### config.mk
export PLATFORM = sky130hd
export DESIGN_NAME = tcs_top
export DESIGN_NICKNAME = d
export VERILOG_FILES = /design/src/rtl/tcs_pkg.sv /design/src/rtl/tcs_top.sv
export VERILOG_INCLUDE_DIRS = /design/src /design/src/rtl
export SDC_FILE = /design/constraint.sdc
export NUM_CORES = 1
export LEC_CHECK = 0
export ABC_AREA = 1
export BUFFER_PORTS_ARGS = -buffer_cell sky130_fd_sc_hd__buf_2
export CORE_AREA = 10 10 136 138
export DETAILED_ROUTE_END_ITERATION = 6
export DIE_AREA = 0 0 146 148
export PLACE_DENSITY_LB_ADDON = 0.3
export SYNTH_ARGS = -nofsm -noshare
export SYNTH_HDL_FRONTEND = slang
export SYNTH_SLANG_ARGS = --single-unit
### constraint.sdc
create_clock -name pclk -period 1.5 [get_ports pclk]
set_input_delay 0 -clock pclk [delete_from_list [all_inputs] [get_ports pclk]]
set_output_delay 0 -clock pclk [all_outputs]
set_load 0.005 [all_outputs]
### src/rtl/tcs_defs.svh
// Register indices, field positions and count constants of the clock, serial and interrupt block
`ifndef TCS_DEFS_SVH
`define TCS_DEFS_SVH
`define TCS_IDX_TENTHS 4'h8
`define TCS_IDX_SECONDS 4'h9
`define TCS_IDX_MINUTES 4'hA
`define TCS_IDX_HOURS 4'hB
`define TCS_IDX_SERIAL 4'hC
`define TCS_IDX_IRQ 4'hD
`define TCS_IDX_CTRL_A 4'hE
`define TCS_IDX_CTRL_B 4'hF
`define TCS_BIT_RATE_SEL 7
`define TCS_BIT_DIR_SEL 6
`define TCS_BIT_ALARM_SEL 7
`define TCS_BIT_SET_CLEAR 7
`define TCS_BIT_SUMMARY 7
`define TCS_SRC_TIMER_A 0
`define TCS_SRC_TIMER_B 1
`define TCS_SRC_ALARM 2
`define TCS_SRC_SERIAL 3
`define TCS_SRC_EDGE 4
`define TCS_PRE_60HZ 3'h5
`define TCS_PRE_50HZ 3'h4
`define TCS_BITS_LAST 3'h7
`define TCS_HR_ELEVEN 5'h11
`define TCS_HR_TWELVE 5'h12
`define TCS_HR_ONE 5'h01
`define TCS_DIGIT_NINE 4'h9
`define TCS_TENS_FIVE 3'h5
`endif

### src/rtl/tcs_pkg.sv
// Types shared by the clock, serial and interrupt block
package tcs_pkg;
  // Transmit shifter state
  typedef enum logic [0:0] {
    TCS_TX_IDLE = 1'b0,
    TCS_TX_SHIFT = 1'b1
  } tcs_tx_state_t;
endpackage

### src/rtl/tcs_top.sv
// Time-of-day clock with alarm, 8-bit serial shift port and five-source interrupt unit behind APB
// Function
// - 12-hour AM/PM clock, tenths, four registers
// - BCD read layout, unused bits zero
// - Advanced by mains pin, 60/50 Hz
// - Alarm shares addresses, write-only via select
// - Time equal alarm sets alarm flag
// - Hours write stops the clock
// - Tenths write restarts the clock
// - Hours read freezes copy until tenths read
// - 8-bit shifter, buffer, direction bit
// - Receive samples on clock rise, 8 bits
// - Transmit clock toggles per timer A underflow
// - Buffer write starts send if continuous
// - Drive clock, MSB first, change on fall
// - After 8 bits interrupt, reload seamlessly
// - Idle: clock high, data holds last bit
// - Clock and data pins are open drain
// - Five status bits, bits 6:5 zero
// - Events set status; masked ones request
// - Status read clears and releases request
// - Mask write sets or clears by bit 7
// - Rate select bit 7: 1=50, 0=60
// - Direction bit 6: 1=transmit, 0=receive
// - Edge input falling sets edge flag
//
// The APB register port is this design's own decision.
`timescale 1ns/1ps
`include "tcs_defs.svh"
module tcs_top
  import tcs_pkg::*;
(
  // Clock and reset
  input wire logic pclk,
  input wire logic presetn,
  // APB slave
  input wire logic psel,
  input wire logic penable,
  input wire logic pwrite,
  input wire logic [5:0] paddr,
  input wire logic [31:0] pwdata,
  output logic [31:0] prdata,
  output logic pready,
  output logic pslverr,
  // Timer A and B status from the timer logic on pclk
  input wire logic timer_a_underflow,
  input wire logic timer_a_continuous_run,
  input wire logic timer_b_underflow,
  // Asynchronous pins
  input wire logic mains_rate_pin,
  input wire logic edge_flag_pin,
  // Open-drain count clock pin
  input wire logic count_clock_pin_i,
  output logic count_clock_pin_o,
  output logic count_clock_pin_oe_n,
  // Open-drain serial data pin
  input wire logic serial_pin_i,
  output logic serial_pin_o,
  output logic serial_pin_oe_n,
  // Interrupt request, active low
  output logic interrupt_request_line_n
);

  // Pin synchronisers: stage 1 feeds stage 2 only; stage 3 is for edge detection
  logic [3:0] sync1_q;
  logic [3:0] sync2_q;
  logic [3:0] sync3_q;
  always_ff @(posedge pclk or negedge presetn) begin
    if (!presetn) begin
      sync1_q <= 4'hF;
      sync2_q <= 4'hF;
      sync3_q <= 4'hF;
    end else begin
      sync1_q <= {serial_pin_i, count_clock_pin_i, edge_flag_pin, mains_rate_pin};
      sync2_q <= sync1_q;
      sync3_q <= sync2_q;
    end
  end
  // Edge strobes on synchronised pins
  logic mains_rise;
  logic edge_fall;
  logic cnt_rise;
  assign mains_rise = sync2_q[0] & ~sync3_q[0];
  assign edge_fall = ~sync2_q[1] & sync3_q[1];
  assign cnt_rise = sync2_q[2] & ~sync3_q[2];

  // APB decode; one wait state so read data comes from a flop
  logic [3:0] idx;
  logic aligned;
  logic mapped;
  logic access;
  logic done;
  assign idx = paddr[5:2];
  assign aligned = (paddr[1:0] == 2'h0);
  assign mapped = aligned && (idx >= `TCS_IDX_TENTHS);
  assign access = psel & penable;
  assign done = access & pready;
  // Completion strobes for writes and reads of mapped registers
  logic wr_ok;
  logic rd_ok;
  assign wr_ok = done & pwrite & mapped;
  assign rd_ok = done & ~pwrite & mapped;

  // Control registers
  logic [7:0] ctrl_a_q;
  logic [7:0] ctrl_b_q;
  logic [4:0] mask_q;
  logic [4:0] status_q;
  logic ir_q;
  // BCD time: tenths, seconds, minutes, hours {pm, tens, units}
  logic [3:0] tenths_q;
  logic [6:0] sec_q;
  logic [6:0] min_q;
  logic [5:0] hr_q;
  logic pm_q;
  // Alarm copy and read latch
  logic [3:0] al_tenths_q;
  logic [6:0] al_sec_q;
  logic [6:0] al_min_q;
  logic [5:0] al_hr_q;
  logic al_pm_q;
  logic [31:0] snap_q;
  logic latch_q;
  logic run_q;
  logic [2:0] pre_q;
  logic tick_q;
  // Serial state
  logic [7:0] buf_q;
  logic [7:0] shift_q;
  logic [2:0] bits_q;
  logic pend_q;
  tcs_tx_state_t tx_q;

  // Live time as one word, reads in BCD with unused bits zero
  logic [31:0] live_time;
  assign live_time = {pm_q, 2'h0, hr_q[4:0], 1'b0, min_q, 1'b0, sec_q, 4'h0, tenths_q};

  // Read mux
  logic [7:0] rd_byte;
  logic [31:0] rd_time;
  always_comb begin
    rd_time = latch_q ? snap_q : live_time;
    case (idx)
      `TCS_IDX_TENTHS: rd_byte = rd_time[7:0];
      `TCS_IDX_SECONDS: rd_byte = rd_time[15:8];
      `TCS_IDX_MINUTES: rd_byte = rd_time[23:16];
      `TCS_IDX_HOURS: rd_byte = rd_time[31:24];
      `TCS_IDX_SERIAL: rd_byte = buf_q;
      `TCS_IDX_IRQ: rd_byte = {ir_q, 2'h0, status_q};
      `TCS_IDX_CTRL_A: rd_byte = ctrl_a_q;
      `TCS_IDX_CTRL_B: rd_byte = ctrl_b_q;
      default: rd_byte = 8'h00;
    endcase
  end

  // APB answer; unmapped or misaligned gets pslverr
  always_ff @(posedge pclk or negedge presetn) begin
    if (!presetn) begin
      pready <= 1'b0;
      prdata <= 32'h0;
      pslverr <= 1'b0;
    end else begin
      pready <= access & ~pready;
      if (access && !pready) begin
        prdata <= (pwrite || !mapped) ? 32'h0 : {24'h0, rd_byte};
        pslverr <= ~mapped;
      end
    end
  end

  // Control registers for rate, direction and alarm select
  always_ff @(posedge pclk or negedge presetn) begin
    if (!presetn) begin
      ctrl_a_q <= 8'h00;
      ctrl_b_q <= 8'h00;
    end else if (wr_ok && idx == `TCS_IDX_CTRL_A) begin
      // Only select bits are stored here; timer bits live in the timer logic
      ctrl_a_q <= {pwdata[`TCS_BIT_RATE_SEL], pwdata[`TCS_BIT_DIR_SEL], 6'h00};
    end else if (wr_ok && idx == `TCS_IDX_CTRL_B) begin
      ctrl_b_q <= {pwdata[`TCS_BIT_ALARM_SEL], 7'h00};
    end
  end

  // Time write strobes, steered by the alarm select
  logic alarm_sel;
  logic tod_wr;
  logic al_wr;
  assign alarm_sel = ctrl_b_q[`TCS_BIT_ALARM_SEL];
  // writes go to alarm when select is set
  assign tod_wr = wr_ok & ~alarm_sel;
  assign al_wr = wr_ok & alarm_sel;

  // Mains prescaler: six pulses per tenth at 60 Hz, five at 50 Hz
  logic [2:0] pre_last;
  assign pre_last = ctrl_a_q[`TCS_BIT_RATE_SEL] ? `TCS_PRE_50HZ : `TCS_PRE_60HZ;
  always_ff @(posedge pclk or negedge presetn) begin
    if (!presetn) begin
      pre_q <= 3'h0;
      tick_q <= 1'b0;
    end else begin
      tick_q <= 1'b0;
      if (!run_q) begin
        // Prescaler restarts so the first tenth is full length
        pre_q <= 3'h0;
      end else if (mains_rise) begin
        if (pre_q >= pre_last) begin
          pre_q <= 3'h0;
          tick_q <= 1'b1;
        end else begin
          pre_q <= pre_q + 3'h1;
        end
      end
    end
  end

  // Run control: stopped out of reset
  always_ff @(posedge pclk or negedge presetn) begin
    if (!presetn) begin
      run_q <= 1'b0;
    end else if (tod_wr && idx == `TCS_IDX_HOURS) begin
      run_q <= 1'b0;
    end else if (tod_wr && idx == `TCS_IDX_TENTHS) begin
      run_q <= 1'b1;
    end
  end

  // BCD counting with carry; writes load fields directly
  // tenths, seconds, minutes, hours
  always_ff @(posedge pclk or negedge presetn) begin
    if (!presetn) begin
      tenths_q <= 4'h0;
      sec_q <= 7'h00;
      min_q <= 7'h00;
      hr_q <= 6'h01;
      pm_q <= 1'b0;
    end else if (tod_wr) begin
      case (idx)
        `TCS_IDX_TENTHS: tenths_q <= pwdata[3:0];
        `TCS_IDX_SECONDS: sec_q <= pwdata[6:0];
        `TCS_IDX_MINUTES: min_q <= pwdata[6:0];
        `TCS_IDX_HOURS: begin
          hr_q <= {1'b0, pwdata[4:0]};
          pm_q <= pwdata[7];
        end
        default: begin
        end
      endcase
    end else if (tick_q) begin
      if (tenths_q != `TCS_DIGIT_NINE) begin
        tenths_q <= tenths_q + 4'h1;
      end else begin
        tenths_q <= 4'h0;
        if (sec_q[3:0] != `TCS_DIGIT_NINE) begin
          sec_q <= sec_q + 7'h01;
        end else if (sec_q[6:4] != `TCS_TENS_FIVE) begin
          sec_q <= {sec_q[6:4] + 3'h1, 4'h0};
        end else begin
          sec_q <= 7'h00;
          if (min_q[3:0] != `TCS_DIGIT_NINE) begin
            min_q <= min_q + 7'h01;
          end else if (min_q[6:4] != `TCS_TENS_FIVE) begin
            min_q <= {min_q[6:4] + 3'h1, 4'h0};
          end else begin
            min_q <= 7'h00;
            // 11 to 12 toggles PM, 12 wraps to 1
            if (hr_q[4:0] == `TCS_HR_ELEVEN) begin
              hr_q <= {1'b0, `TCS_HR_TWELVE};
              pm_q <= ~pm_q;
            end else if (hr_q[4:0] == `TCS_HR_TWELVE) begin
              hr_q <= {1'b0, `TCS_HR_ONE};
            end else if (hr_q[3:0] == `TCS_DIGIT_NINE) begin
              hr_q <= 6'h10;
            end else begin
              hr_q <= hr_q + 6'h01;
            end
          end
        end
      end
    end
  end

  // Alarm registers, write-only from the bus
  always_ff @(posedge pclk or negedge presetn) begin
    if (!presetn) begin
      al_tenths_q <= 4'h0;
      al_sec_q <= 7'h00;
      al_min_q <= 7'h00;
      al_hr_q <= 6'h00;
      al_pm_q <= 1'b0;
    end else if (al_wr) begin
      case (idx)
        `TCS_IDX_TENTHS: al_tenths_q <= pwdata[3:0];
        `TCS_IDX_SECONDS: al_sec_q <= pwdata[6:0];
        `TCS_IDX_MINUTES: al_min_q <= pwdata[6:0];
        `TCS_IDX_HOURS: begin
          al_hr_q <= {1'b0, pwdata[4:0]};
          al_pm_q <= pwdata[7];
        end
        default: begin
        end
      endcase
    end
  end

  // Alarm fires once, on the tick after which time equals alarm
  logic tick_d_q;
  logic alarm_ev;
  always_ff @(posedge pclk or negedge presetn) begin
    if (!presetn) begin
      tick_d_q <= 1'b0;
    end else begin
      tick_d_q <= tick_q;
    end
  end
  assign alarm_ev = tick_d_q && (live_time == {al_pm_q, 2'h0, al_hr_q[4:0], 1'b0, al_min_q,
                                              1'b0, al_sec_q, 4'h0, al_tenths_q});

  // Read latch: a carry cannot tear a multi-register read unless it lands on the edge that registers the hours byte
  always_ff @(posedge pclk or negedge presetn) begin
    if (!presetn) begin
      latch_q <= 1'b0;
      snap_q <= 32'h0;
    // hours read freezes, tenths read releases
    end else if (rd_ok && idx == `TCS_IDX_HOURS && !latch_q) begin
      latch_q <= 1'b1;
      snap_q <= live_time;
    // software must read tenths after hours
    end else if (rd_ok && idx == `TCS_IDX_TENTHS) begin
      latch_q <= 1'b0;
    end
  end

  // Serial port: receive and transmit share the shifter
  logic dir_tx;
  logic serial_ev;
  logic buf_wr;
  assign dir_tx = ctrl_a_q[`TCS_BIT_DIR_SEL];
  assign buf_wr = wr_ok && idx == `TCS_IDX_SERIAL;
  // Event is one-cycle; set by the last bit in either direction
  always_ff @(posedge pclk or negedge presetn) begin
    if (!presetn) begin
      shift_q <= 8'h00;
      buf_q <= 8'h00;
      bits_q <= 3'h0;
      pend_q <= 1'b0;
      tx_q <= TCS_TX_IDLE;
      count_clock_pin_oe_n <= 1'b1;
      serial_pin_oe_n <= 1'b1;
      serial_ev <= 1'b0;
    end else begin
      serial_ev <= 1'b0;
      if (buf_wr) begin
        buf_q <= pwdata[7:0];
      end
      // direction bit 1 transmits, 0 receives
      if (!dir_tx) begin
        // Leaving transmit releases both pins
        tx_q <= TCS_TX_IDLE;
        pend_q <= 1'b0;
        count_clock_pin_oe_n <= 1'b1;
        serial_pin_oe_n <= 1'b1;
        // sample data on clock rise, 8 bits fill
        if (cnt_rise) begin
          shift_q <= {shift_q[6:0], sync2_q[3]};
          bits_q <= bits_q + 3'h1;
          if (bits_q == `TCS_BITS_LAST) begin
            buf_q <= {shift_q[6:0], sync2_q[3]};
            serial_ev <= 1'b1;
          end
        end
      end else begin
        if (buf_wr) begin
          pend_q <= 1'b1;
        end
        case (tx_q)
          TCS_TX_IDLE: begin
            // clock released high, data keeps last bit
            count_clock_pin_oe_n <= 1'b1;
            bits_q <= 3'h0;
            // start only with timer A running continuously
            if (pend_q && timer_a_continuous_run) begin
              shift_q <= buf_q;
              pend_q <= buf_wr;
              tx_q <= TCS_TX_SHIFT;
            end
          end
          TCS_TX_SHIFT: begin
            // one clock phase per timer A underflow
            if (timer_a_underflow) begin
              if (count_clock_pin_oe_n) begin
                // falling clock edge presents next bit, MSB first
                // open drain: low is driven, high is released
                count_clock_pin_oe_n <= 1'b0;
                serial_pin_oe_n <= shift_q[7];
                shift_q <= {shift_q[6:0], 1'b0};
              end else begin
                count_clock_pin_oe_n <= 1'b1;
                bits_q <= bits_q + 3'h1;
                // eighth rising edge ends the byte
                if (bits_q == `TCS_BITS_LAST) begin
                  serial_ev <= 1'b1;
                  if (pend_q) begin
                    shift_q <= buf_q;
                    pend_q <= buf_wr;
                  end else begin
                    tx_q <= TCS_TX_IDLE;
                  end
                end
              end
            end
          end
          default: tx_q <= TCS_TX_IDLE;
        endcase
      end
    end
  end
  // Open drain only ever pulls low
  assign count_clock_pin_o = 1'b0;
  assign serial_pin_o = 1'b0;

  // Interrupt unit
  logic [4:0] events;
  logic icr_rd;
  logic [4:0] status_kept;
  // edge input falling sets edge flag
  assign events = {edge_fall, serial_ev, alarm_ev, timer_b_underflow, timer_a_underflow};
  assign icr_rd = rd_ok && idx == `TCS_IDX_IRQ;
  // Only bits already returned are cleared; a late event survives the read
  assign status_kept = icr_rd ? (status_q & ~prdata[4:0]) : status_q;
  always_ff @(posedge pclk or negedge presetn) begin
    if (!presetn) begin
      status_q <= 5'h00;
      ir_q <= 1'b0;
      interrupt_request_line_n <= 1'b1;
    end else begin
      // every event sets status regardless of mask
      status_q <= status_kept | events;
      ir_q <= (icr_rd ? |(status_kept & mask_q) : ir_q) | |(events & mask_q);
      interrupt_request_line_n <= ~((icr_rd ? |(status_kept & mask_q) : ir_q) | |(events & mask_q));
    end
  end

  // Mask register
  always_ff @(posedge pclk or negedge presetn) begin
    if (!presetn) begin
      mask_q <= 5'h00;
    // bit 7 selects set or clear of written ones
    end else if (wr_ok && idx == `TCS_IDX_IRQ) begin
      if (pwdata[`TCS_BIT_SET_CLEAR]) begin
        mask_q <= mask_q | pwdata[4:0];
      end else begin
        mask_q <= mask_q & ~pwdata[4:0];
      end
    end
  end

  // Checks
  property p_ready_wait;
    @(posedge pclk) disable iff (!presetn) access && !pready |=> pready;
  endproperty
  a_ready_wait: assert property (p_ready_wait) else $error("pready not after one wait");
  property p_hours_stop;
    @(posedge pclk) disable iff (!presetn) tod_wr && idx == `TCS_IDX_HOURS |=> !run_q ##1 !tick_q;
  endproperty
  a_hours_stop: assert property (p_hours_stop) else $error("clock runs after hours write");
  property p_tenths_start;
    @(posedge pclk) disable iff (!presetn) tod_wr && idx == `TCS_IDX_TENTHS |=> run_q;
  endproperty
  a_tenths_start: assert property (p_tenths_start) else $error("clock not started");
  property p_latch_hold;
    @(posedge pclk) disable iff (!presetn) latch_q && !(rd_ok && idx == `TCS_IDX_TENTHS) |=> latch_q && $stable(snap_q);
  endproperty
  a_latch_hold: assert property (p_latch_hold) else $error("read latch dropped early");
  property p_mask_set;
    @(posedge pclk) disable iff (!presetn)
      wr_ok && idx == `TCS_IDX_IRQ && pwdata[7] |=> mask_q == ($past(mask_q) | $past(pwdata[4:0]));
  endproperty
  a_mask_set: assert property (p_mask_set) else $error("mask set wrong");
  property p_masked_irq;
    @(posedge pclk) disable iff (!presetn) |(events & mask_q) |=> ir_q && !interrupt_request_line_n;
  endproperty
  a_masked_irq: assert property (p_masked_irq) else $error("masked event gave no request");
  property p_edge_flag;
    @(posedge pclk) disable iff (!presetn) edge_fall |=> status_q[`TCS_SRC_EDGE];
  endproperty
  a_edge_flag: assert property (p_edge_flag) else $error("edge flag not set");
  property p_serial_flag;
    @(posedge pclk) disable iff (!presetn) serial_ev |=> status_q[`TCS_SRC_SERIAL];
  endproperty
  a_serial_flag: assert property (p_serial_flag) else $error("serial flag not set");
  property p_idle_release;
    @(posedge pclk) disable iff (!presetn) tx_q == TCS_TX_IDLE ##1 tx_q == TCS_TX_IDLE |-> count_clock_pin_oe_n;
  endproperty
  a_idle_release: assert property (p_idle_release) else $error("clock pin held while idle");
  property p_clear_read;
    @(posedge pclk) disable iff (!presetn) icr_rd && events == 5'h00 |=> (status_q & $past(prdata[4:0])) == 5'h00;
  endproperty
  a_clear_read: assert property (p_clear_read) else $error("status not cleared by read");
  c_alarm: cover property (@(posedge pclk) disable iff (!presetn) alarm_ev);
  c_tx_byte: cover property (@(posedge pclk) disable iff (!presetn) serial_ev && dir_tx);
  c_rx_byte: cover property (@(posedge pclk) disable iff (!presetn) serial_ev && !dir_tx);

endmodule

==> run summary, run 1 <==
CTS Root Cell -> clkbuf_16
Crit Path Category -> reg -> reg
Worst setup SP type -> register
Main synth FF type -> dfrtp_1
Seq/Total Area, Yosys -> 0.469
Max-cap violation count -> 0
RePlAce Congestion -> 0.907
Final WS setup -> -0.0825 ns
Initial DRC Count -> 761
Synth Instances -> 954
Core area -> 15700 um^2
CTS tree -> yes
CTS clk-pin slew, worst paths -> 0.06 ns
Die width -> 146 um
Worst R2R Path Depth -> 9
YS warnings -> 0
Initial antenna violation count -> 0
Commonest cells post-synth -> 294 x nand2_1, 134 x o21ai_0, 124 x dfrtp_1, 95 x inv_1, 49 x nor2_1
Hpwl dp -> 15600 um
Crit Path Max Fanout -> 6
Setup repair after global routing missed its margin -> true
Cell chain of the critical path -> nand3_2 > nor2_4 > nand2_4 > inv_6 > nand2_8 > o21ai_4 > clkinv_4 > nand2_1 > o21ai_1
Synth area leaders -> dfrtp_1 42%, nand2_1 15%, o21ai_0 9.0%
Mapped Avg Cell Area -> 7.81 um^2
Largest net degree at the start of global routing -> 45
Final Hold Fails -> 0
Endpoints failing setup -> 31
DR WL/cell -> 16.1 um
#FFs+latches synth -> 139
Max Fclk -> 632 MHz
Post-Syn Area -> 7450 um^2
Nets -> 1177
WP depth -> 9
Number of global-route vias before repair -> 6598
Ports -> 89
Initial core utilization -> 0.474
Worst VDD drop -> 0.000797 V
Die height -> 148 um
CTS max path bufs -> 2
Post-route DRC -> 0
CTS H-tree depth -> 4
Failing checks -> setup timing
Outcome -> finished, violations left
Wire length of the first global-routing pass -> 34000 um
Max-slew violations -> 0
CP max stage delay -> 0.38 ns
Post-synth EDFFs -> 0
Crit path capture type -> register
Fin crit period -> 1.58 ns
Input/output buffers -> 38
WHS -> 0.0161 ns
Via count -> 7070
Yosys top cell area share -> 0.417
Synthesis-to-finish area growth -> 30.3%
Worst EP arrival -> 1.90 ns
Routed WL -> 21800 um
N_diodes -> 0
Tcrit/Tclk final -> 1.05
Cell family with most CP delay -> simple AND/OR/NAND/NOR gates
Cell variety after synth -> 47
Most numerous cell in the Yosys netlist -> nand2_1
CTS sink count -> 139
Cells after DPL -> 1284
DR vias/cell -> 5.23
Worst Path Required -> 1.82 ns
Clk_skew -> 0.00749 ns
Asr flop ratio synth -> 1.00
Min-Delay Path Class -> in -> reg
Antenna viol nets, final -> 0
Leading area contributor after synthesis -> dfrtp_1
Fillers -> 1360
Full die area -> 21600 um^2
WHS Path Cells -> 5
First-pass DRT Iterations -> 6
TNS Setup -> -1.24 ns
Row count -> 46
Fraction of layout cells with a size suffix above 1 -> 0.269
P per Cell Area -> 945 nW/um^2
Leakage -> 0.00466 uW
Grt ovf -> 0
Total GRT Usage -> 0.196
TritonCTS Buffers -> 17
Non-filler instance count after layout -> 1352
Clock latency on the worst-skew pair -> 0.43 ns
Slowest CP cell -> dfrtp_1
Buf+Inv Stages, Crit Path -> 2
Pre-CTS WS -> -0.223 ns
-- layer usage --
metal  GRT usage  wire length, um
met1       0.259             9700
met5           0                0
met4      0.0781              584
met3      0.0449             1500
met2       0.304            10000
-- worst reg2reg max path, stage by stage (launching register included) --
cell	delay, ns
dfrtp_1	0.38
nand3_2	0.11
nor2_4	0.11
nand2_4	0.10
inv_6	0.11
nand2_8	0.08
o21ai_4	0.29
clkinv_4	0.14
nand2_1	0.09
o21ai_1	0.06
-- metrics by stage --
step | util | cell area [um^2] | power, uW
final | 0.618 | 9710 | 9180
after global routing | 0.618 | 9710 | 9510
after CTS | 0.603 | 9480 | 9110
after detailed placement | 0.543 | 8530 | 4920
after global placement | 0.543 | 8530 | 4900
after floorplan | - | 7580 | 4580
-- timing repair --
| action | CTS | global route |
|---|---|---|
| endpoints found under the hold margin | 167 | 0 |
| resized for setup | 43 | 59 |
| pin swaps | 8 | 10 |
| hold buffers | 20 | 0 |
| cloned | 0 | 5 |
| endpoints found under the setup margin | 43 | 98 |
| buffers inserted | 7 | 5 |
-- power by group --
part | leakage (uW) | total (uW) | internal, uW | switching (uW)
Combinational | 0.00263 | 863 | 352 | 510
Clock | 0.000281 | 4170 | 2340 | 1840
Sequential | 0.00176 | 4140 | 3970 | 174
-- logic make-up after synthesis --
logic type | after synthesis | synth area share
AND/OR/NAND/NOR | 413 | 0.234
flip-flops | 139 | 0.469
other | 1 | 0.000503
XOR/XNOR | 10 | 0.0118
adder cells (fa/ha/maj) | 4 | 0.00672
AO/OA/AOI/OAI | 230 | 0.177
buffers and inverters | 157 | 0.100
-- path summary, 6_finish.rpt --
path                       slack [ns]                            endpoint                 start
setup / recovery                -0.08                sec_q[2]$_DFFE_PN0P_      pready$_DFF_PN0_
hold / removal                   0.02                 latch_q$_DFFE_PN0P_              paddr[3]
setup reg to reg                -0.08                sec_q[2]$_DFFE_PN0P_      pready$_DFF_PN0_
hold reg to reg                  0.36                sync2_q[0]$_DFF_PN1_  sync1_q[0]$_DFF_PN1_
max in group asynchronous        0.78  interrupt_request_line_n$_DFF_PN1_               presetn
min in group asynchronous        0.06               bits_q[0]$_DFFE_PN0P_               presetn
-- cells in the final DEF, fill, tap and decap left out, types with 15 or more instances in the layout --
cell type	instances
a21oi_1	21
buf_2	37
buf_4	100
clkbuf_16	18
conb_1	26
dfrtp_1	120
dfstp_2	15
dlygate4sd3_1	20
inv_1	88
nand2_1	280
nand2_2	16
nand3_1	25
nor2_1	37
o21ai_0	116
o21ai_1	28
o21ai_2	16
-- flip-flops by register name, indices dropped and copies added (netlist names), 2 cells and up, named ones only --
register,flops
al_hr_q,5
al_min_q,7
al_sec_q,7
al_tenths_q,4
bits_q,3
buf_q,8
ctrl_a_q,2
hr_q,5
min_q,7
prdata,8
pre_q,3
sec_q,7
shift_q,8
snap_q,24
status_q,5
sync1_q,4
sync2_q,4
sync3_q,3
tenths_q,4
-- area by class of cell --
class | instances | area [um^2] | share of cell area
multi-input cells | 685 | 3550 | 0.366
flip-flops and latches | 139 | 3500 | 0.361
repair buffers | 172 | 1370 | 0.141
clock buffers | 17 | 425 | 0.0438
inverters | 106 | 415 | 0.0428
well taps | 216 | 270 | 0.0278
clock inverters | 15 | 154 | 0.0159
repair inverters | 2 | 12.5 | 0.00129
No activity file was read; power rests on OpenSTA's default activity.
==> run 2: changes to the inputs <==
Settings changed: ABC_AREA 1 to 0, CORE_AREA 10 10 136 138 to 4 4 130 132, DIE_AREA 0 0 146 148 to 0 0 134 136.
==> run 2 against run 1 <==
Effect of this change:
- the run still ends with setup timing left
- combinational power is 2% higher
- global-route usage grew 6.5 points
- wire length rose by 12%
- design area increased by 12%
- count of clock-buffer cells in the layout is 4 higher
- setup slack worse by 0.26 ns
- clock power grew 3%
- largest power group unchanged
==> run summary, run 2 <==
CTS Root Cell -> clkbuf_16
YS warnings -> 0 (unchanged)
Failing checks -> setup timing
Most common cell after layout, fill and taps aside -> dfrtp_1
Worst setup SP type -> register
Most numerous cell in the Yosys netlist -> dfrtp_1
Clk_skew -> 0.00858 ns (+0.00109 ns)
Nets -> 959 (-19%)
Crit path capture type -> register
Worst VDD drop -> 0.000775 V (-2.7%)
Buf+Inv Stages, Crit Path -> 0 (-2)
Worst setup path start -> sec_q[1]$_DFFE_PN0P_
Crit Path Max Fanout -> 5 (-1)
Initial antenna violation count -> 0 (unchanged)
DR vias/cell -> 5.89 (+13%)
Input/output buffers -> 38 (unchanged)
Cell family with most CP delay -> simple AND/OR/NAND/NOR gates
Pre-CTS WS -> -0.517 ns (-0.294 ns)
Final Cell Area -> 10900 um^2 (+12%)
Via count -> 6675 (-5.6%)
CTS H-tree depth -> 4 (unchanged)
Die height -> 136 um (-8.1%)
GR peak layer -> met2
Synth Instances -> 733 (-23%)
CTS tree -> yes
Critical R2R Launch -> sec_q[1]$_DFFE_PN0P_
Endpoints failing setup -> 85 (+170%)
M1 GR Usage -> 0.344 (+0.0848)
Min-Delay Path Class -> in -> reg
Fin crit period -> 1.85 ns (+0.264 ns)
Die width -> 134 um (-8.2%)
M3 GR Usage -> 0.0452 (+0.000280)
Final Hold Fails -> 0 (unchanged)
Worst EP arrival -> 2.16 ns (+0.26 ns)
CTS max path bufs -> 2 (unchanged)
Grt ovf -> 0 (unchanged)
Commonest cells post-synth -> 124 x dfrtp_1, 91 x nand2_1, 54 x o21ai_0, 53 x mux2_2, 40 x mux2i_1
Worst R2R Setup Slack -> -0.35 ns (-0.26 ns)
Yosys top cell area share -> 0.414 (-0.00257)
Worst Path Required -> 1.82 ns (about the same)
Final WS setup -> -0.347 ns (-0.264 ns)
Mapped Avg Cell Area -> 10.2 um^2 (+31%)
DR WL/cell -> 21.6 um (+34%)
Core area -> 15700 um^2 (unchanged)
#FFs+latches synth -> 139 (unchanged)
RePlAce Congestion -> 0.952 (+4.9%)
Setup repair after global routing missed its margin -> true
Outcome -> finished, violations left
N_diodes -> 0 (unchanged)
CP max stage delay -> 0.40 ns (+0.02 ns)
Cell chain of the critical path -> or3_4 > or2_4 > nor3_4 > nand3_1 > a32o_1
Max-cap violation count -> 0 (unchanged)
Post-synth EDFFs -> 0 (unchanged)
Synthesis-to-finish area growth -> 44.9%
Reg-to-reg endpoint -> min_q[3]$_DFFE_PN0P_
Leakage -> 0.00468 uW (+0.43%)
Wire length of the first global-routing pass -> 36600 um (+7.5%)
Max-slew violations -> 0 (unchanged)
Worst R2R Path Depth -> 5 (-4)
First-pass DRT Iterations -> 5 (-1)
DP Area -> 8690 um^2 (+1.9%)
Max Fclk -> 542 MHz (-14%)
Slowest CP cell -> dfrtp_1
Antenna viol nets, final -> 0 (unchanged)
Seq/Total Area, Yosys -> 0.467 (-0.00290)
Commonest non-fill, non-tap cells in the layout -> 119 x dfrtp_1, 106 x buf_4, 78 x nand2_1, 50 x mux2_4, 37 x buf_2
Largest net degree at the start of global routing -> 45 (unchanged)
Hpwl dp -> 15500 um (-0.78%)
Main synth FF type -> dfrtp_1
Full die area -> 18200 um^2 (-16%)
Relative slew slack -> 0.497
Clock latency on the worst-skew pair -> 0.43 ns (about the same)
Ports -> 89 (unchanged)
CTS clk-pin slew, worst paths -> 0.06 ns (about the same)
Met2 Resource Use GR -> 0.424 (+0.121)
Worst setup path endpoint -> min_q[3]$_DFFE_PN0P_
WHS -> 0.00966 ns (-0.00647 ns)
Leading area contributor after synthesis -> dfrtp_1
Initial DRC Count -> 692 (-9.1%)
Number of global-route vias before repair -> 6629 (+0.47%)
Post-Route Utilization -> 0.691 (+0.0737)
TritonCTS Buffers -> 17 (unchanged)
Initial core utilization -> 0.477 (+0.00295)
Worst-margin pin slew -> 0.745 ns
Synth area leaders -> dfrtp_1 41%, mux2_2 8.0%, mux2i_1 5.3%
Flip-flop count of the largest register after layout -> 24 (unchanged)
CTS sink count -> 139 (unchanged)
Asr flop ratio synth -> 1.00 (unchanged)
Crit Path Category -> reg -> reg
Post-route DRC -> 0 (unchanged)
Routed WL -> 24400 um (+12%)
Fraction of layout cells with a size suffix above 1 -> 0.452 (+0.183)
Post-Syn Area -> 7500 um^2 (+0.62%)
P per Cell Area -> 867 nW/um^2 (-8.3%)
Row count -> 46 (unchanged)
Cell variety after synth -> 78 (+66%)
Largest register by flop count -> snap_q
Total GRT Usage -> 0.261 (+0.0652)
WP depth -> 5 (-4)
Tcrit/Tclk final -> 1.23 (+0.176)
run 2: cell count changes after synthesis, sizes merged, moves of 10 or more:
cell / before / now
a21oi: 24 / 14
clkbuf: 14 / 34
inv: 103 / 11
mux2: 0 / 56
mux2i: 0 / 40
nand2: 301 / 92
nand3: 33 / 13
nor2: 55 / 29
o21ai: 161 / 56
xnor2: 3 / 14
run 2: cell families after synthesis:
logic type	after synthesis	share of synthesized area
compound gates	150	0.131
xor+xnor	25	0.0292
fa+ha+maj	4	0.00668
buf+inv	90	0.0628
flops	139	0.467
mux	96	0.138
other cells	1	0.000500
simple gates	228	0.166
run 2: final cells by class:
type	count	area (um^2)
Multi-Input combinational cell	530	4590
Sequential cell	139	3500
Clock buffer	21	470
Tap cell	216	270
Timing Repair Buffer	206	1860
Clock inverter	11	135
Fill cell	1095	4850
Inverter	11	41.3
run 2: worst min path at each step:
stage / from / slack [ns] / endpoint / depth (start not counted)
2_1_floorplan: presetn / -0.30 / async pin / 0
3_3_place_gp: presetn / -0.07 / bits_q[1]$_DFFE_PN0P_ / 1
3_5_place_dp: presetn / -0.07 / bits_q[1]$_DFFE_PN0P_ / 1
4_1_cts: pwdata[0] / 0.0004 / hr_q[0]$_DFFE_PN1P_ / 3
5_1_grt: pwdata[0] / 0.02 / hr_q[0]$_DFFE_PN1P_ / 3
6_report: paddr[1] / 0.01 / pslverr$_DFFE_PN0P_ / 4
run 2: what timing repair did:
item                                    CTS  global route
pin swaps                                59            38
cloned                                    7             2
hold endpoints to repair                158             0
setup buffers                            24             9
resized for setup                       140           108
endpoints found under the setup margin  101           112
hold buffers                             15             0
run 2: tightest hold or removal path, stage by stage:
cell and delay, ns:
buf_2 0.13, nor2_1 0.05, a21oi_1 0.13, a21o_1 0.09
run 2: metal layers:
layer	vias up	part of all wire
li1	2917	-
met5	-	0
met3	91	0.075
met2	361	0.48
met1	3306	0.41
met4	0	0.040
run 2: stage by stage:
| step | total power [uW] | setup TNS [ns] | instances |
|---|---|---|---|
| 2_1_floorplan | 4570 | -6.45 | 758 |
| 3_3_place_gp | 4890 | -10.09 | 1048 |
| 3_5_place_dp | 4940 | -13.18 | 1048 |
| 4_1_cts | 9330 | -13.11 | 1125 |
| 5_1_grt | 9700 | -18.58 | 1134 |
| 6_report | 9410 | -13.52 | 1134 |
run 2: power breakdown:
group          leakage (uW)  switching, uW  internal, uW
sequential          0.00177            252          3980
combinational       0.00263            486           393
clock              0.000286           1710          2600
total               0.00468           2440          6970
==> run 3: changes to the inputs <==
Settings changed: CTS_BUF_LIST from default to sky130_fd_sc_hd__clkbuf_8.
==> run 3 against run 2 <==
Effect of this change:
- the flow still finishes with violations (setup timing)
- fmax decreased by 0.76%
- clock skew up 0.0033 ns
- final cell count up 1.1%
- sequential share of layout area rose by 0.67 points
- hold slack worse by 0.0016 ns
- setup slack lost 0.014 ns
- sequential power is essentially flat
- utilization decreased by 1.4 points
- clock power is 26% lower
- wire length shrank 3.4%
- via count down 1.6%
- register-to-register slack is essentially flat
- highest routed layer unchanged
==> run summary, run 3 (synthesis results as in run 2) <==
Worst Path Required -> 1.89 ns (+0.07 ns)
Initial DRC Count -> 542 (-22%)
WHS -> 0.00809 ns (-0.00158 ns)
Clk pwr share -> 0.386 (-0.071)
Row count -> 46 (unchanged)
Switching Fraction -> 0.280 (+0.0202)
First-pass DRT Iterations -> 5 (unchanged)
Relative slew slack -> 0.369 (-0.127)
Ports -> 89 (unchanged)
Crit path capture type -> register
Min-Delay Path Class -> in -> reg
Nets -> 972 (+1.4%)
Largest net degree at the start of global routing -> 45 (unchanged)
Input/output buffers -> 38 (unchanged)
Cells after DPL -> 1048 (unchanged)
Outcome -> finished, violations left
Sequential share of power -> 0.507 (+0.058)
Full die area -> 18200 um^2 (unchanged)
CTS Root Cell -> clkbuf_8
Synthesis-to-finish area growth -> 41.9%
Setup repair after global routing missed its margin -> true
Commonest non-fill, non-tap cells in the layout -> 121 x dfrtp_1, 115 x buf_4, 72 x nand2_1, 49 x mux2_4, 37 x buf_2
Core area -> 15700 um^2 (unchanged)
Post-route DRC -> 0 (unchanged)
Wire length of the first global-routing pass -> 35800 um (-2.2%)
TritonCTS Buffers -> 17 (unchanged)
RePlAce Congestion -> 0.952 (unchanged)
Max-cap violation count -> 0 (unchanged)
Combinational power share -> 0.107 (+0.014)
P per Cell Area -> 783 nW/um^2 (-9.7%)
CTS sink count -> 139 (unchanged)
DP Area -> 8690 um^2 (unchanged)
Area of the multi-input gates -> 4490 um^2 (-2.2%)
Die width -> 134 um (unchanged)
Clock latency on the worst-skew pair -> 0.47 ns (+0.04 ns)
Net switching power figure -> 2330 uW (-4.7%)
Antenna viol nets, final -> 0 (unchanged)
Clk_skew -> 0.0119 ns (+0.00332 ns)
Leakage -> 0.00466 uW (-0.54%)
Largest register by flop count -> snap_q
Fin crit period -> 1.86 ns (+0.0142 ns)
DR vias/cell -> 5.73 (-2.7%)
Grt ovf -> 0 (unchanged)
CTS H-tree depth -> 4 (unchanged)
Most common cell after layout, fill and taps aside -> dfrtp_1
Flip-flop count of the largest register after layout -> 24 (unchanged)
Routed WL -> 23600 um (-3.4%)
DR WL/cell -> 20.6 um (-4.5%)
CTS max path bufs -> 2 (unchanged)
Number of global-route vias before repair -> 6544 (-1.3%)
Fraction of layout cells with a size suffix above 1 -> 0.452 (about the same)
Fillers -> 1138 (+3.9%)
Final Cell Area -> 10600 um^2 (-2.1%)
Worst VDD drop -> 0.000510 V (-34%)
Endpoints failing setup -> 89 (+4.7%)
Non-filler instance count after layout -> 1147 (+1.1%)
TNS Setup -> -13.49 ns (+0.0333 ns)
Initial antenna violation count -> 0 (unchanged)
Worst-margin pin slew -> 0.946 ns (+0.201 ns)
Final Hold Fails -> 0 (unchanged)
CTS clk-pin slew, worst paths -> 0.08 ns (+0.02 ns)
Worst setup SP type -> register
CTS tree -> yes
Via count -> 6569 (-1.6%)
Final WS setup -> -0.361 ns (-0.0142 ns)
P_int -> 5990 uW (-14%)
Die height -> 136 um (unchanged)
Tcrit/Tclk final -> 1.24 (+0.00946)
Initial core utilization -> 0.477 (unchanged)
Total GRT Usage -> 0.256 (-0.00520)
Max-slew violations -> 0 (unchanged)
Crit Path Category -> reg -> reg
Worst EP arrival -> 2.25 ns (+0.09 ns)
Max Fclk -> 537 MHz (-0.76%)
Failing checks -> setup timing
Register Area -> 3500 um^2 (about the same)
Hpwl dp -> 15500 um (unchanged)
Crit Path Max Fanout -> 5 (unchanged)
N_diodes -> 0 (unchanged)
-- run 3: cell count changes in the layout (fill, tap and decap cells not counted), sizes merged --
cell          delta
buf              +5
dlygate4sd3      +6
dlymetal6s4s     +1
inv              +1
-- run 3: worst max-delay path, cell delays in order, from the launching register on --
cell      delay, ns
dfrtp_1        0.38
or3_4          0.39
or2_4          0.26
nor3_4         0.28
buf_4          0.17
a311oi_2       0.08
a211oi_2       0.21
-- run 3: metrics by stage --
step	setup WS, ns	total power [uW]	utilization
final	-0.361	8320	0.677
after detailed placement	-0.517	4940	0.553
after CTS	-0.337	8230	0.646
after floorplan	-0.291	4570	-
after global routing	-0.406	8600	0.677
after global placement	-0.439	4890	0.553
-- run 3: power by group through the flow --
stage | logic [uW] | clock network (uW) | registers, uW
3_3_place_gp | 664 | 0 | 4230
6_report | 890 | 3210 | 4220
4_1_cts | 808 | 3230 | 4190
5_1_grt | 970 | 3390 | 4230
3_5_place_dp | 696 | 0 | 4240
2_1_floorplan | 417 | 0 | 4150
-- run 3: final cells by class --
| type | instances | share of cell area |
|---|---|---|
| multi-input combinational | 530 | 0.422 |
| sequential | 139 | 0.329 |
| timing repair buffer | 219 | 0.181 |
| clock buffer | 20 | 0.0259 |
| tap | 216 | 0.0254 |
| clock inverter | 12 | 0.0131 |
| inverter | 11 | 0.00388 |
-- run 3: layer usage --
metal	global-route usage	part of all wire
met1	0.341	0.43
met2	0.412	0.48
met3	0.0466	0.066
met4	0.109	0.027
met5	0	0
-- run 3: worst paths after layout --
check / end / slack [ns] / cells past startpoint / start
max: min_q[5]$_DFFE_PN0P_ / -0.36 / 6 / sec_q[5]$_DFFE_PN0P_
min: latch_q$_DFFE_PN0P_ / 0.008 / 5 / pwrite
max reg2reg: min_q[5]$_DFFE_PN0P_ / -0.36 / 6 / sec_q[5]$_DFFE_PN0P_
min reg2reg: sync2_q[2]$_DFF_PN1_ / 0.36 / 0 / sync1_q[2]$_DFF_PN1_
max in group asynchronous: tx_q$_DFF_PN0_ / 0.36 / 3 / presetn
min in group asynchronous: sync2_q[3]$_DFF_PN1_ / 0.09 / 2 / presetn
-- run 3: timing repair --
action,CTS,global route
hold endpoints to repair,169,0
gates cloned,4,3
setup endpoints to repair,101,131
pin swaps,47,49
setup buffers,27,17
gates resized for setup,120,116
hold buffers,22,0
